**config.mk**
```make
export PLATFORM = sky130hd
export DESIGN_NAME = nvm_write_ctrl
export DESIGN_NICKNAME = d
export VERILOG_FILES = /design/src/logic/nvm_write_pkg.sv /design/src/logic/nvm_write_ctrl.sv /design/src/logic/nvm_page_guard.sv
export VERILOG_INCLUDE_DIRS = /design/src /design/src/logic
export SDC_FILE = /design/constraint.sdc
export NUM_CORES = 1
export LEC_CHECK = 0
export CAP_MARGIN = 20
export CORE_AREA = 2 2 253 255
export DETAILED_ROUTE_END_ITERATION = 8
export DIE_AREA = 0 0 255 257
export DONT_BUFFER_PORTS = 1
export GPL_ROUTABILITY_DRIVEN = 0
export PLACE_DENSITY_LB_ADDON = 0.15
export SYNTH_ARGS = -nofsm -noshare
export SYNTH_HDL_FRONTEND = slang
export SYNTH_HIERARCHICAL = 1
export SYNTH_SLANG_ARGS = --single-unit
```
**constraint.sdc**
```tcl
create_clock -name pclk -period 9.3 [get_ports pclk]
set_input_delay 0.465 -clock pclk [delete_from_list [all_inputs] [get_ports pclk]]
set_output_delay 0.465 -clock pclk [all_outputs]
set_load 0.02 [all_outputs]
```
**src/logic/nvm_write_regs.svh**
```systemverilog
// Register offsets, field positions, reset values and timing counts of the nonvolatile write controller
`ifndef NVM_WRITE_REGS_SVH
`define NVM_WRITE_REGS_SVH

// Register indices, and their APB byte addresses at four times the index
`define FIRST_PROT_PAGE_IDX   8'h05
`define FIRST_UNPROT_PAGE_IDX 8'h06
`define WRITE_STATUS_IDX      8'h28
`define FIRST_PROT_PAGE_ADDR   12'h014
`define FIRST_UNPROT_PAGE_ADDR 12'h018
`define WRITE_STATUS_ADDR      12'h0A0

// Reset values and status fields
`define PAGE_RESET     8'h00
`define STATUS_RESET   8'h00
`define STAT_PROT_BIT  1
`define STAT_ABORT_BIT 0

// Write geometry
`define BLOCK_BYTES    32
`define PAGE_BYTES     256

// Write duration: 4.5 ms at 50 ns per clock
`define WRITE_TIME_NS  4500000
`define CLK_PERIOD_NS  50
`define WRITE_CYCLES   (`WRITE_TIME_NS / `CLK_PERIOD_NS)

`endif

```
**src/logic/nvm_write_pkg.sv**
```systemverilog
// Types shared by the nonvolatile write controller
package nvm_write_pkg;

  typedef enum logic [1:0] {
    ST_IDLE  = 2'b00,
    ST_WRITE = 2'b01
  } wr_state_t;

  // Write request from the core
  typedef struct packed {
    logic       byte_go;   // Extended store executed
    logic       block_go;  // Block-set executed
    logic [7:0] page;      // Page from last page select
    logic [7:0] offset;    // Byte offset (byte mode)
    logic [2:0] block;     // Block index (block mode)
    logic [7:0] data;      // Store data (byte mode)
  } wr_req_t;

  // Command to the memory array
  typedef struct packed {
    logic       start;
    logic       block;
    logic [15:0] addr;
    logic [7:0] data;
  } mem_cmd_t;

endpackage

```
**src/logic/nvm_write_ctrl.sv**
```systemverilog
// In-application nonvolatile write controller with APB register access
//
// The APB register port is this design's own decision.
`include "nvm_write_regs.svh"
module nvm_write_ctrl
  import nvm_write_pkg::*;
#(
  parameter int unsigned WRITE_CYCLES = `WRITE_CYCLES
)
(
  input  wire logic          pclk,          // System clock
  input  wire logic          presetn,       // Async reset, active low
  input  wire logic          psel,          // APB select
  input  wire logic          penable,       // APB enable
  input  wire logic          pwrite,        // APB direction
  input  wire logic [11:0]   paddr,         // APB byte address
  input  wire logic [31:0]   pwdata,        // APB write data
  output logic [31:0]        prdata,        // APB read data
  output logic               pready,        // APB ready
  output logic               pslverr,       // APB error
  input  wire wr_req_t       req,           // Write request from core
  input  wire logic          irq_req,       // Any interrupt request
  input  wire logic          prog_mode,     // External programming mode
  input  wire logic          dev_locked,    // Device lock
  input  wire logic [255:0]  rf_data,       // Register file bytes 0-31
  output logic               core_stall,    // Hold core execution
  output mem_cmd_t           mem_cmd,       // Array command
  output logic [255:0]       mem_block_data // Block data latched
);

  ////////////////////////////////////////////////////////////////////////////
  // Sequencer state, option bytes and status share one packed struct, so a
  // single register stage feeds every output and no pin is reached through logic.
  // A write holds the core for WRITE_CYCLES clocks; the count is loaded with one
  // less than that because the start edge opens the first busy cycle.
  typedef struct packed {
    wr_state_t    st;
    logic [22:0]  cnt;
    logic [7:0]   prot_q;
    logic [7:0]   unprot_q;
    logic [7:0]   status_q;
    logic         stall_q;
    mem_cmd_t     cmd_q;
    logic [`BLOCK_BYTES-1:0][7:0] blk_q; // One entry per block byte
    logic [31:0]  prdata_q;
    logic         pready_q;
    logic         pslverr_q;
  } state_t;

  state_t s_q;
  state_t s_d;
  logic   protect_hit;
  logic   go;
  logic   apb_setup;
  logic   apb_access;
  logic   refuse_write;
  logic   write_done;

  ////////////////////////////////////////////////////////////////////////////
  // Register map helpers

  // Mapped registers answer cleanly except a write to the status register; any other address answers with an error
  function automatic logic reg_known
  (
    input logic [11:0] addr // APB byte address
  );
    logic hit;
    case (addr)
      `FIRST_PROT_PAGE_ADDR,
      `FIRST_UNPROT_PAGE_ADDR,
      `WRITE_STATUS_ADDR:
        hit = 1'b1;
      default:
        hit = 1'b0;
    endcase
    return hit;
  endfunction

  // Only the option bytes take writes; the status register is read-only
  function automatic logic reg_writable
  (
    input logic [11:0] addr // APB byte address
  );
    logic ok;
    ok = (addr == `FIRST_PROT_PAGE_ADDR) || (addr == `FIRST_UNPROT_PAGE_ADDR);
    return ok;
  endfunction

  // Read mux: each register sits in the low byte, upper bytes read zero
  function automatic logic [31:0] reg_read
  (
    input logic [11:0] addr,   // APB byte address
    input logic [7:0]  prot,   // First protected page
    input logic [7:0]  unprot, // First unprotected page
    input logic [7:0]  status  // Write status
  );
    logic [7:0] val;
    case (addr)
      `FIRST_PROT_PAGE_ADDR:
        val = prot;
      `FIRST_UNPROT_PAGE_ADDR:
        val = unprot;
      `WRITE_STATUS_ADDR:
        val = status;
      default:
        val = 8'h00;
    endcase
    return {24'h000000, val};
  endfunction

  ////////////////////////////////////////////////////////////////////////////
  // Write helpers

  // Array byte address: page in the upper byte, then the byte offset or the
  // block index and five zero bits. The index is three bits wide, so a larger
  // block argument aliases onto an existing block instead of raising an error.
  function automatic logic [15:0] target_addr
  (
    input wr_req_t r // Request from the core
  );
    logic [15:0] a;
    if (r.block_go)
      a = {r.page, r.block, 5'h00};
    else
      a = {r.page, r.offset};
    return a;
  endfunction

  // Status after an attempt: success clears both flags, an abort sets only its
  // own flag, so an earlier cause stays visible until a clean write
  function automatic logic [7:0] status_after
  (
    input logic [7:0] cur,        // Status before the event
    input logic       done,       // Write completed
    input logic       prot_abort, // Refused for a protected page
    input logic       irq_abort   // Cut by an interrupt
  );
    logic [7:0] nxt;
    nxt = cur;
    if (done)
      nxt = `STATUS_RESET;
    if (prot_abort)
      nxt[`STAT_PROT_BIT] = 1'b1;
    if (irq_abort)
      nxt[`STAT_ABORT_BIT] = 1'b1;
    return nxt;
  endfunction

  nvm_page_guard u_guard (
    .first_prot   (s_q.prot_q),
    .first_unprot (s_q.unprot_q),
    .page         (req.page),
    .prog_mode    (prog_mode),
    .protect_hit  (protect_hit)
  );

  assign go        = req.byte_go || req.block_go;
  assign apb_setup = psel && !penable && !s_q.pready_q;
  // Access phase of a transfer that was answered at the previous edge
  assign apb_access = psel && penable && s_q.pready_q;

  // A protected page outside programming mode, or a locked device in programming mode, refuses the write
  assign refuse_write = protect_hit || (prog_mode && dev_locked);
  // Count exhausted; an interrupt in the same cycle still wins in the sequencer
  assign write_done   = (s_q.st == ST_WRITE) && (s_q.cnt == 23'h000000);

  ////////////////////////////////////////////////////////////////////////////
  // Next state: write sequencer and APB slave
  always_comb
  begin
    s_d = s_q;
    s_d.cmd_q.start = 1'b0;
    s_d.pready_q = 1'b0;
    s_d.pslverr_q = 1'b0;
    case (s_q.st)
      ST_IDLE:
      begin
        if (go)
        begin
          // Refused attempts leave the array alone and the core running
          if (refuse_write)
            s_d.status_q = status_after(s_q.status_q, 1'b0, 1'b1, 1'b0);
          else
          begin
            s_d.st = ST_WRITE;
            s_d.stall_q = 1'b1;
            s_d.cnt = 23'(WRITE_CYCLES - 1);
            s_d.cmd_q.start = 1'b1;
            s_d.cmd_q.block = req.block_go;
            s_d.cmd_q.addr = target_addr(req);
            s_d.cmd_q.data = req.data;
            if (req.block_go)
              s_d.blk_q = rf_data;
          end
        end
      end
      ST_WRITE:
      begin
        // An interrupt cuts the write short; the array may be left unwritten
        if (irq_req)
        begin
          s_d.st = ST_IDLE;
          s_d.stall_q = 1'b0;
          s_d.status_q = status_after(s_q.status_q, 1'b0, 1'b0, 1'b1);
        end
        else if (write_done)
        begin
          s_d.st = ST_IDLE;
          s_d.stall_q = 1'b0;
          s_d.status_q = status_after(s_q.status_q, 1'b1, 1'b0, 1'b0);
        end
        else
          s_d.cnt = s_q.cnt - 23'h000001;
      end
      default:
        s_d.st = ST_IDLE;
    endcase
    // APB setup: the answer is registered for the access phase; reads have no side effect
    if (apb_setup)
    begin
      s_d.pready_q = 1'b1;
      s_d.prdata_q = reg_read(paddr, s_q.prot_q, s_q.unprot_q, s_q.status_q);
      s_d.pslverr_q = !reg_known(paddr) || (pwrite && !reg_writable(paddr));
    end
    // A write lands at the edge where the master sees pready, never earlier, so a
    // transfer abandoned before its access phase changes nothing
    if (apb_access && pwrite && !s_q.pslverr_q)
    begin
      case (paddr)
        `FIRST_PROT_PAGE_ADDR:
          s_d.prot_q = pwdata[7:0];
        `FIRST_UNPROT_PAGE_ADDR:
          s_d.unprot_q = pwdata[7:0];
        default:
          s_d.pslverr_q = 1'b0; // Refused writes never get here
      endcase
    end
  end

  ////////////////////////////////////////////////////////////////////////////
  // State register
  always_ff @(posedge pclk or negedge presetn)
  begin
    if (!presetn)
    begin
      s_q <= '0;
      s_q.st <= ST_IDLE;
      s_q.prot_q <= `PAGE_RESET;
      s_q.unprot_q <= `PAGE_RESET;
      s_q.status_q <= `STATUS_RESET;
    end
    else
      s_q <= s_d;
  end

  ////////////////////////////////////////////////////////////////////////////
  // Outputs straight from flops
  assign prdata         = s_q.prdata_q;
  assign pready         = s_q.pready_q;
  assign pslverr        = s_q.pslverr_q;
  assign core_stall     = s_q.stall_q;
  assign mem_cmd        = s_q.cmd_q;

  // Block latch to the array, one byte lane per entry of the latch
  for (genvar b = 0; b < `BLOCK_BYTES; b++)
  begin : g_lane
    assign mem_block_data[8*b+7:8*b] = s_q.blk_q[b];
  end

endmodule

```
**src/logic/nvm_page_guard.sv**
```systemverilog
// Protected page range check
module nvm_page_guard
  import nvm_write_pkg::*;
(
  input  wire logic [7:0] first_prot,   // First protected page
  input  wire logic [7:0] first_unprot, // First page after protected range
  input  wire logic [7:0] page,         // Target page
  input  wire logic       prog_mode,    // External programming mode
  output logic            protect_hit   // Target page is protected
);
  logic in_range;

  // Range wraps when the end lies below the start; equal bytes protect nothing
  always_comb
  begin
    if (first_prot == first_unprot)
      in_range = 1'b0;
    else if (first_prot < first_unprot)
      in_range = (page >= first_prot) && (page < first_unprot);
    else
      in_range = (page >= first_prot) || (page < first_unprot);
    protect_hit = in_range && !prog_mode;
  end
endmodule

```
# Word-level counts from Yosys, hierarchy flattened
# Index checks and enable logic that the tools add are counted.
# totals
ff_bits	342
input_bits	337
elab_cells	129
# classes
n_addsub	1
n_lt_le_gt_ge	3
eq_ne	12
mux	25
bitwise	3
n_reduce_logical	38
# ops
cell	n
$mux 285	1
$mux 283	1
$mux 282	1
$mux 256	1
$mux 25	2
$mux 23	2
$pmux 23 s2	1
$eq 12x5->1 const B	2
$pmux 8 s3	1
$logic_not 23->1	1
$sub 23x1->23 const B	1
$mux 9	2
$pmux 9 s2	1
$lt 8x8->1	2
$eq 12x8->1 const B	1
$ne 2x2->1 const B	6
$reduce_and 4->1	3
$logic_and 1x1->1	11
$reduce_and 5->1	2
$reduce_and 3->1	3
$eq 8x8->1	1
$ge 8x8->1	1
$mux 2	4
$mux 8	1
12 further kinds	30

# Depth between registers and ports, before layout
# Gate-level depths: netlist of the first run.
# logic_depth
word_depth	9
ltp_mapped	14
mapped_depth_nobuf	13

# Modules after synthesis
# The synthesis of the first run kept the hierarchy.
# modules_own_cells
module	instances	cells_per_inst	area_per_inst_um2	seq_area_each_um2
nvm_write_ctrl	1	1196	15327.2	8383.0
nvm_page_guard	1	73	578.1	0.0

# Least setup slack after synthesis of the first run
# No wires, ideal clock.
# synth_timing
path_type	input to register
start	input req[19] (netlist name)
end	register s_q[347] (netlist name)
setup_ns	0.078
t_arrival_ns	3.181
required_time_ns	9.222
path_slack_ns	6.041
stages	12
n_path_buf	0
path_cell_list	inv_1 > ha_1 > nand2b_4 > a2111oi_4 > o31ai_2 > a2111oi_0 > nor4_1 > a211o_1 > o21ai_2 > o21ai_4 > or4_2 > a21oi_1
# synth_via
elab_chain_len	8
word_cells_on_any_way	10
classes_between	order compare (2); eq/ne (1); mux (2); reduce/logical (5)
# synth_lines
element	line_no	source
start, declared	nvm_write_ctrl.sv:21	input wire wr_req_t req,
$ge 8x8->1 or $lt 8x8->1 (tied branches)	nvm_page_guard.sv:19, nvm_page_guard.sv:21	
$logic_or 1x1->1 or $logic_and 1x1->1 (tied branches)	nvm_page_guard.sv:21, nvm_page_guard.sv:19	
$mux 1 *	nvm_page_guard.sv:18	else if (first_prot < first_unprot)
$mux 1 *	nvm_page_guard.sv:16	if (first_prot == first_unprot)
$logic_and 1x1->1 *	nvm_page_guard.sv:22	protect_hit = in_range && !prog_mode;
net protect_hit	nvm_write_ctrl.sv:52	logic protect_hit;
$logic_or 1x1->1 *	nvm_write_ctrl.sv:163	assign refuse_write = protect_hit || (prog_mode && dev_locked);
$ne 2x2->1 (no line) *	-	
$reduce_and 5->1 (no line) *	-	
end, declared	nvm_write_ctrl.sv:50	state_t s_q;
# Mark *: on every way through the listed nets, which the timed path passes. The rest lies on a longest branch.
# A chain may end at the register's enable or synchronous reset.

# Worst setup path in the final report of the first run
# layout_timing
start	register s_q[326] (netlist name)
end	register s_q (netlist bit mem_block_data[83])
# layout_via
elab_chain_len	8
word_cells_on_any_way	11
classes_between	order compare (2); eq/ne (1); mux (2); bitwise (1); reduce/logical (5)
# layout_lines
element	line_no
$lt 8x8->1	nvm_page_guard.sv:19, nvm_page_guard.sv:21
$logic_or 1x1->1 or $logic_and 1x1->1 (tied branches)	nvm_page_guard.sv:21, nvm_page_guard.sv:19
$mux 1	nvm_page_guard.sv:18
$mux 1 *	nvm_page_guard.sv:16
$logic_and 1x1->1 *	nvm_page_guard.sv:22
net protect_hit	nvm_write_ctrl.sv:52
$logic_or 1x1->1 *	nvm_write_ctrl.sv:163
$not 1->1 (no line) *	-
$reduce_and 4->1 (no line) *	-
# Marks and branches as above.

==> results of run 1 <==
[worst max-delay path, stage by stage, from the launching register on]
cell and delay (ns):
dfrtp_1 0.37, inv_1 0.07, ha_1 0.29, a2111o_1 0.39, a31oi_1 0.20, a2111oi_0 0.13, nor4_1 0.63, a21oi_1 0.11
nor2b_1 0.23, nand2_4 0.42, buf_4 0.86, mux2_2 0.43
[metrics by stage]
step / util, % / cell area, um^2 / hold slack, ns / setup WS (ns) / power, mW
finish: 25.81 / 16190 / 0.05509 / 4.934 / 4.860
global route: 25.81 / 16190 / 0.02407 / 4.704 / 5.118
CTS: 25.67 / 16110 / 0.0005282 / 4.939 / 4.962
detailed placement: 23.23 / 14580 / 0.1746 / 4.965 / 3.278
global placement: 23.23 / 14580 / 0.1776 / 4.974 / 3.272
floorplan: - / 15990 / 0.1694 / 6.041 / 3.594
[synth_stat cells (all sizes together) (9+ instances only)]
master,count
o31ai,9
nor2,25
nand3,10
o21ai,16
clkbuf,35
buf,321
or3,13
or4,11
ha,24
inv,20
nand2,73
dfrtp,335
mux2,272
a21oi,29
[area by class of cell]
cell class	instances	share of cell area, %
Inverter	20	0.4636
Clock buffer	58	7.488
Multi-Input combinational cell	581	30.99
Sequential cell	335	51.77
Clock inverter	11	0.7341
Tap cell	846	6.537
Antenna cell	4	0.06182
Timing Repair Buffer	26	1.955
[worst max path at each step]
| stage | to | slack (ns) | startpoint |
|---|---|---|---|
| finish | mem_block_data[83] | 4.93 | s_q[326] |
| global route | mem_block_data[139] | 4.70 | s_q[326] |
| CTS | mem_block_data[83] | 4.94 | s_q[326] |
| detailed placement | mem_block_data[253] | 4.97 | req[20] |
| global placement | mem_block_data[72] | 4.97 | req[20] |
| floorplan | s_q[347] | 6.04 | req[19] |
[registers in the layout, indices dropped and copies added (netlist names)]
name,flops
pslverr,1
mem_cmd,26
pready,1
core_stall,1
prdata,8
s_q,42
mem_block_data,256
[report_power, final]
part	total [mW]	internal (mW)	switching [mW]	leakage, nW
logic	0.568	0.335	0.233	2.10
clock network	1.58	0.959	0.626	0.656
registers	2.71	1.85	0.853	3.96
total	4.86	3.15	1.71	6.72
[logic make-up (layout without fill, tap and decap cells)]
family / Yosys count / count (layout)
DFF: 335 / 335
and+or+nand+nor: 175 / 175
adders and majority gates: 24 / 24
buffers and inverters: 376 / 115
AOI/OAI and AO/OA: 81 / 81
xor gates and xnor gates: 2 / 2
muxes: 275 / 275
other: 1 / 28
[layer usage]
metal / track usage, % / wire, um / vias up
met3: 3.601 / 3318 / 68
met4: 4.370 / 1042 / 2
met2: 20.89 / 21290 / 346
li1: - / - / 3472
met5: 0 / 13 / -
met1: 13.01 / 14620 / 4016
==> qor.json, run 1 <==
{
  "detailed_routing": {
    "first_pass_iters": 5,
    "drc": 0,
    "drt_wl_total_um": 40280,
    "ant_nets": 0,
    "starting_drc_count_in_detailed_routing": 380,
    "drt-vias-per-instance": 4.202,
    "num_vias": 7904,
    "detail_route.wl_per_cell_um": 21.41
  },
  "sta": {
    "max_slew_margin_pct": 31.11,
    "timing.fmax_ghz": 0.2290,
    "totalNegativeSetupSlack_ns": 0,
    "finalHoldViolCount": 0,
    "worst_pin_slew_ns": 1.033,
    "period_needed_ns": 4.366,
    "final-setup-viol-count": 0,
    "unrepaired_setup_endpoints_after_global_routing": "no",
    "slew_viol_final": 0,
    "post-route-period-util_pct": 46.95,
    "finClkSkew_ns": 0.01467
  },
  "run": {
    "max-cap-violations": 0
  },
  "setup_path": {
    "worst-r2r-cell-count": 11,
    "worst-r2r-setup-slack_ns": 4.93,
    "worst_ep_arrival_time_ns": 4.78,
    "critPathRequiredTime_ns": 9.72,
    "crit_path_max_fanout": 80,
    "critical_path.reg2reg.endpoint": "mem_block_data[83]",
    "criticalPathCategory": "register to register",
    "worst_setup_path_start_kind": "register",
    "worst_setup_path_end_kind": "register",
    "timing.rr.start": "s_q[326]"
  },
  "cts": {
    "clock_path_buffers": 3,
    "cts_buffers": 42,
    "post-cts-setup-buffers": 0,
    "cts_htree_levels": 2,
    "clk_pin_slew_worst_paths_ns": 0.06,
    "cts_root_buf": "clkbuf_16",
    "clock_tree_from_tritoncts": "yes",
    "numClockSinks": 335,
    "clock_latency_at_the_later_pin_of_the_worst_skew_pair_ns": 0.55,
    "ctsResizeCount": 0,
    "ctsHoldBuffers": 18
  },
  "logic_synthesis": {
    "yosys-top-cells-area": "dfrtp_1, mux2_2, buf_4",
    "synthMuxAreaShare_pct": 19.45,
    "yosys.cell_types.count": 65,
    "synth-edff-count": 0,
    "post-synth-top-area-cell": "dfrtp_1",
    "share_of_synthesized_registers_carrying_an_async_set_or_reset_pct": 100.0,
    "yosys.area_share.simple_pct": 5.782,
    "largest_family_of_logic_cells_by_synthesized_area": "multiplexers",
    "synth_adder_area_share_pct": 1.888,
    "ys.warnings.count": 6,
    "synth_xor_xnor_area_share_pct": 0.1101,
    "post_synth.cell_area_avg_um2": 12.53,
    "syn-instance-count": 1269,
    "ys_seq_elements": 335,
    "compound_cell_area_share_of_the_yosys_netlist_pct": 3.603,
    "ys_dominant_reg_cell": "dfrtp_1",
    "synthesis.area_um2": 15910,
    "synth_sequential_area_ratio_pct": 52.71,
    "synth_top_area_share_pct": 52.71
  },
  "status": {
    "outcome": "finished, final reports clean"
  },
  "placement": {
    "port-buffer-count": 0,
    "placed_cells_incl_taps": 1786,
    "dp_hpwl_um": 28820
  },
  "hold_path": {
    "hold_path.class": "primary input to register",
    "hold_path_startpoint": "pwdata[3]",
    "whs_path_depth": 1,
    "hold_end": "s_q[336]"
  },
  "global_route": {
    "track_usage_pct": 11.74,
    "grt_pass1_vias": 8468,
    "grt_start_max_net_pins": 336,
    "grt_pass1_wl_um": 57540,
    "grt-ovfl-total": 0,
    "antenna_found_initial": 8
  },
  "final_layout": {
    "seqCellArea_um2": 8383,
    "layout_common_cells": "dfrtp_1, mux2_2, nand2_1, clkbuf_16, a21oi_1",
    "filler_cell_count": 6530,
    "final_common_cell": "dfrtp_1",
    "syn_to_final_growth_pct": 1.802,
    "drive_gt1_share_pct": 35.31,
    "multi_input_comb_area_um2": 5017,
    "fin_cells": 1881,
    "finish.net_count": 1367
  },
  "pwr": {
    "leakagePower_nw": 6.716,
    "power_density_nw_per_um2": 300.2,
    "max_rail_drop_vdd_uv": 171.1
  },
  "floorplanning": {
    "std_cell_core_area_um2": 62740,
    "std_cell_rows": 92,
    "start_util_pct": 25.35,
    "num_io_pins": 654,
    "die-height_um": 257,
    "dieArea_um2": 65540,
    "dieWidth_um": 255
  }
}
(Power assumes the default switching activity.)
==> run 2, diff against run 1 <==
==> constraint.sdc (replaced) <==
create_clock -name pclk -period 4.1 [get_ports pclk]
set_input_delay 0.205 -clock pclk [delete_from_list [all_inputs] [get_ports pclk]]
set_output_delay 0.205 -clock pclk [all_outputs]
set_load 0.02 [all_outputs]
==> qor.json, run 2 (synthesized netlist as in run 1, its figures left out) <==
{
  "floorplanning": {
    "dieArea_um2": 65540,
    "start_util_pct": 25.35,
    "num_io_pins": 654,
    "std_cell_rows": 92,
    "die-height_um": 257,
    "dieWidth_um": 255,
    "std_cell_core_area_um2": 62740
  },
  "global_route": {
    "grt_start_max_net_pins": 336,
    "grt_pass1_wl_um": 60910,
    "grt_pass1_vias": 10047,
    "grt-ovfl-total": 0,
    "antenna_found_initial": 1,
    "track_usage_pct": 12.06
  },
  "detailed_routing": {
    "drc": 0,
    "first_pass_iters": 5,
    "drt-vias-per-instance": 4.172,
    "ant_nets": 0,
    "num_vias": 9095,
    "starting_drc_count_in_detailed_routing": 423,
    "detail_route.wl_per_cell_um": 19.05,
    "drt_wl_total_um": 41520
  },
  "cts": {
    "ctsHoldBuffers": 304,
    "clock_tree_from_tritoncts": "yes",
    "cts_buffers": 41,
    "cts_htree_levels": 2,
    "clk_pin_slew_worst_paths_ns": 0.06,
    "ctsResizeCount": 0,
    "clock_latency_at_the_later_pin_of_the_worst_skew_pair_ns": 0.55,
    "clock_path_buffers": 3,
    "cts_root_buf": "clkbuf_16",
    "numClockSinks": 335
  },
  "setup_path": {
    "worst_setup_path_end_kind": "register",
    "crit_path_max_fanout": 39,
    "critPathRequiredTime_ns": 4.58,
    "worst-r2r-cell-count": 14,
    "worst_ep_arrival_time_ns": 4.22,
    "timing.rr.start": "s_q[333]",
    "critical_path.reg2reg.endpoint": "mem_cmd[8]",
    "worst_setup_path_start_kind": "register",
    "worst-r2r-setup-slack_ns": 0.36,
    "criticalPathCategory": "register to register"
  },
  "sta": {
    "period_needed_ns": 3.737,
    "finClkSkew_ns": 0.01223,
    "totalNegativeSetupSlack_ns": 0,
    "slew_viol_final": 0,
    "post-route-period-util_pct": 91.15,
    "worst_pin_slew_ns": 0.8302,
    "finalHoldViolCount": 335,
    "final-setup-viol-count": 0,
    "unrepaired_setup_endpoints_after_global_routing": "no",
    "max_slew_margin_pct": 44.41,
    "holdWs_ns": -0.6431,
    "timing.fmax_ghz": 0.2676
  },
  "final_layout": {
    "filler_cell_count": 6294,
    "drive_gt1_share_pct": 28.79,
    "flip_flop_count_of_the_largest_register_all_copies_and_words_added": 256,
    "fin_cells": 2180,
    "seqCellArea_um2": 8383,
    "layout_common_cells": "dfrtp_1, dlygate4sd3_1, mux2_2, nand2_1, clkbuf_16",
    "final_core_util_pct": 30.77,
    "finish.net_count": 1662,
    "layout.cell_area.non_filler_um2": 19300,
    "final_common_cell": "dfrtp_1",
    "syn_to_final_growth_pct": 21.37,
    "multi_input_comb_area_um2": 5017,
    "insertedDiodeCount": 0
  },
  "pwr": {
    "max_rail_drop_vdd_uv": 339.3,
    "netSwitchingPower_mw": 3.965,
    "power_switching_share_pct": 34.12,
    "seq_power_share_pct": 52.9,
    "combinational_group_share_of_total_power_pct": 12.9,
    "power_density_nw_per_um2": 602.1,
    "leakagePower_nw": 8.033,
    "p_int_mw": 7.656,
    "power_frac_clock_pct": 34.2
  },
  "placement": {
    "port-buffer-count": 0,
    "placed_cells_incl_taps": 1799,
    "dp_hpwl_um": 29360,
    "placed_cell_areas_um2": 14750
  },
  "hold_path": {
    "hold_path.class": "primary input to asynchronous set/reset pin"
  },
  "status": {
    "outcome": "complete, but fails checks",
    "failing_checks": "negative hold slack"
  },
  "run": {
    "max-cap-violations": 0
  }
}
==> run 2: changes by cell type in the layout (fill, tap and decap cells not counted), sizes merged <==
| cell | change |
|---|---|
| clkinv | -1 |
| clkbuf | -1 |
| clkinvlp | +2 |
| dlygate4sd3 | +286 |
| inv | +3 |
| diode | -4 |
| bufinv | +4 |
| buf | +10 |
==> run 2: layout make-up <==
| cell class | count | area share, % |
|---|---|---|
| Sequential cell | 335 | 43.43 |
| Multi-Input combinational cell | 581 | 25.99 |
| Timing Repair Buffer | 322 | 16.94 |
| Clock buffer | 57 | 6.365 |
| Tap cell | 846 | 5.484 |
| Clock inverter | 19 | 1.407 |
| Inverter | 20 | 0.3889 |
==> run 2: layer usage <==
layer | vias up | track usage, % | routed length [um]
li1 | 4067 | - | -
met1 | 4585 | 13.58 | 15590
met2 | 364 | 21.54 | 21480
met3 | 77 | 3.176 | 3130
met4 | 2 | 4.646 | 1313
met5 | - | 0 | 7
==> run 2: how the worst max path moves through the flow <==
stage | startpoint | endpoint | slack, ns | cells past startpoint
after floorplan | s_q[333] | s_q[347] | 0.92 | 11
after global placement | s_q[326] | mem_block_data[230] | 0.49 | 12
after detailed placement | s_q[326] | mem_block_data[214] | 0.52 | 12
after CTS | s_q[333] | mem_cmd[10] | 0.37 | 14
after global routing | s_q[333] | mem_cmd[10] | 0.06 | 14
final | s_q[333] | mem_cmd[8] | 0.36 | 14
==> run 2: repair_timing <==
item | 4_1_cts | 5_1_grt
hold endpoints to repair | 645 | 335
buffers inserted | 0 | 0
setup endpoints to repair | 0 | 0
==> run 2: power by group through the flow <==
stage / Combinational (mW) / Clock, mW / Sequential (mW)
global placement: 1.21 / 0 / 6.25
detailed placement: 1.27 / 0 / 6.22
CTS: 1.52 / 4.12 / 6.17
global route: 1.66 / 4.26 / 6.26
floorplan: 3.55 / 0 / 4.60
finish: 1.50 / 3.97 / 6.15
==> run 2: through the flow <==
step	worst slack, ns	total power, mW
after floorplan	0.9180	8.152
after global placement	0.4905	7.462
after detailed placement	0.5174	7.483
after CTS	0.3657	11.81
after global routing	0.06430	12.18
final	0.3630	11.62
==> run 2: critical path, cell delays in order (launching register included) <==
cell,delay [ns]
dfrtp_1,0.42
ha_1,0.30
nand2b_4,0.15
a2111oi_4,0.37
o31ai_2,0.10
a2111oi_0,0.41
nor4_1,0.19
a21oi_1,0.18
nor2b_1,0.36
o21ai_4,0.09
inv_1,0.10
buf_12,0.23
nand3b_1,0.11
dlygate4sd3_1,0.58
nand2_1,0.07
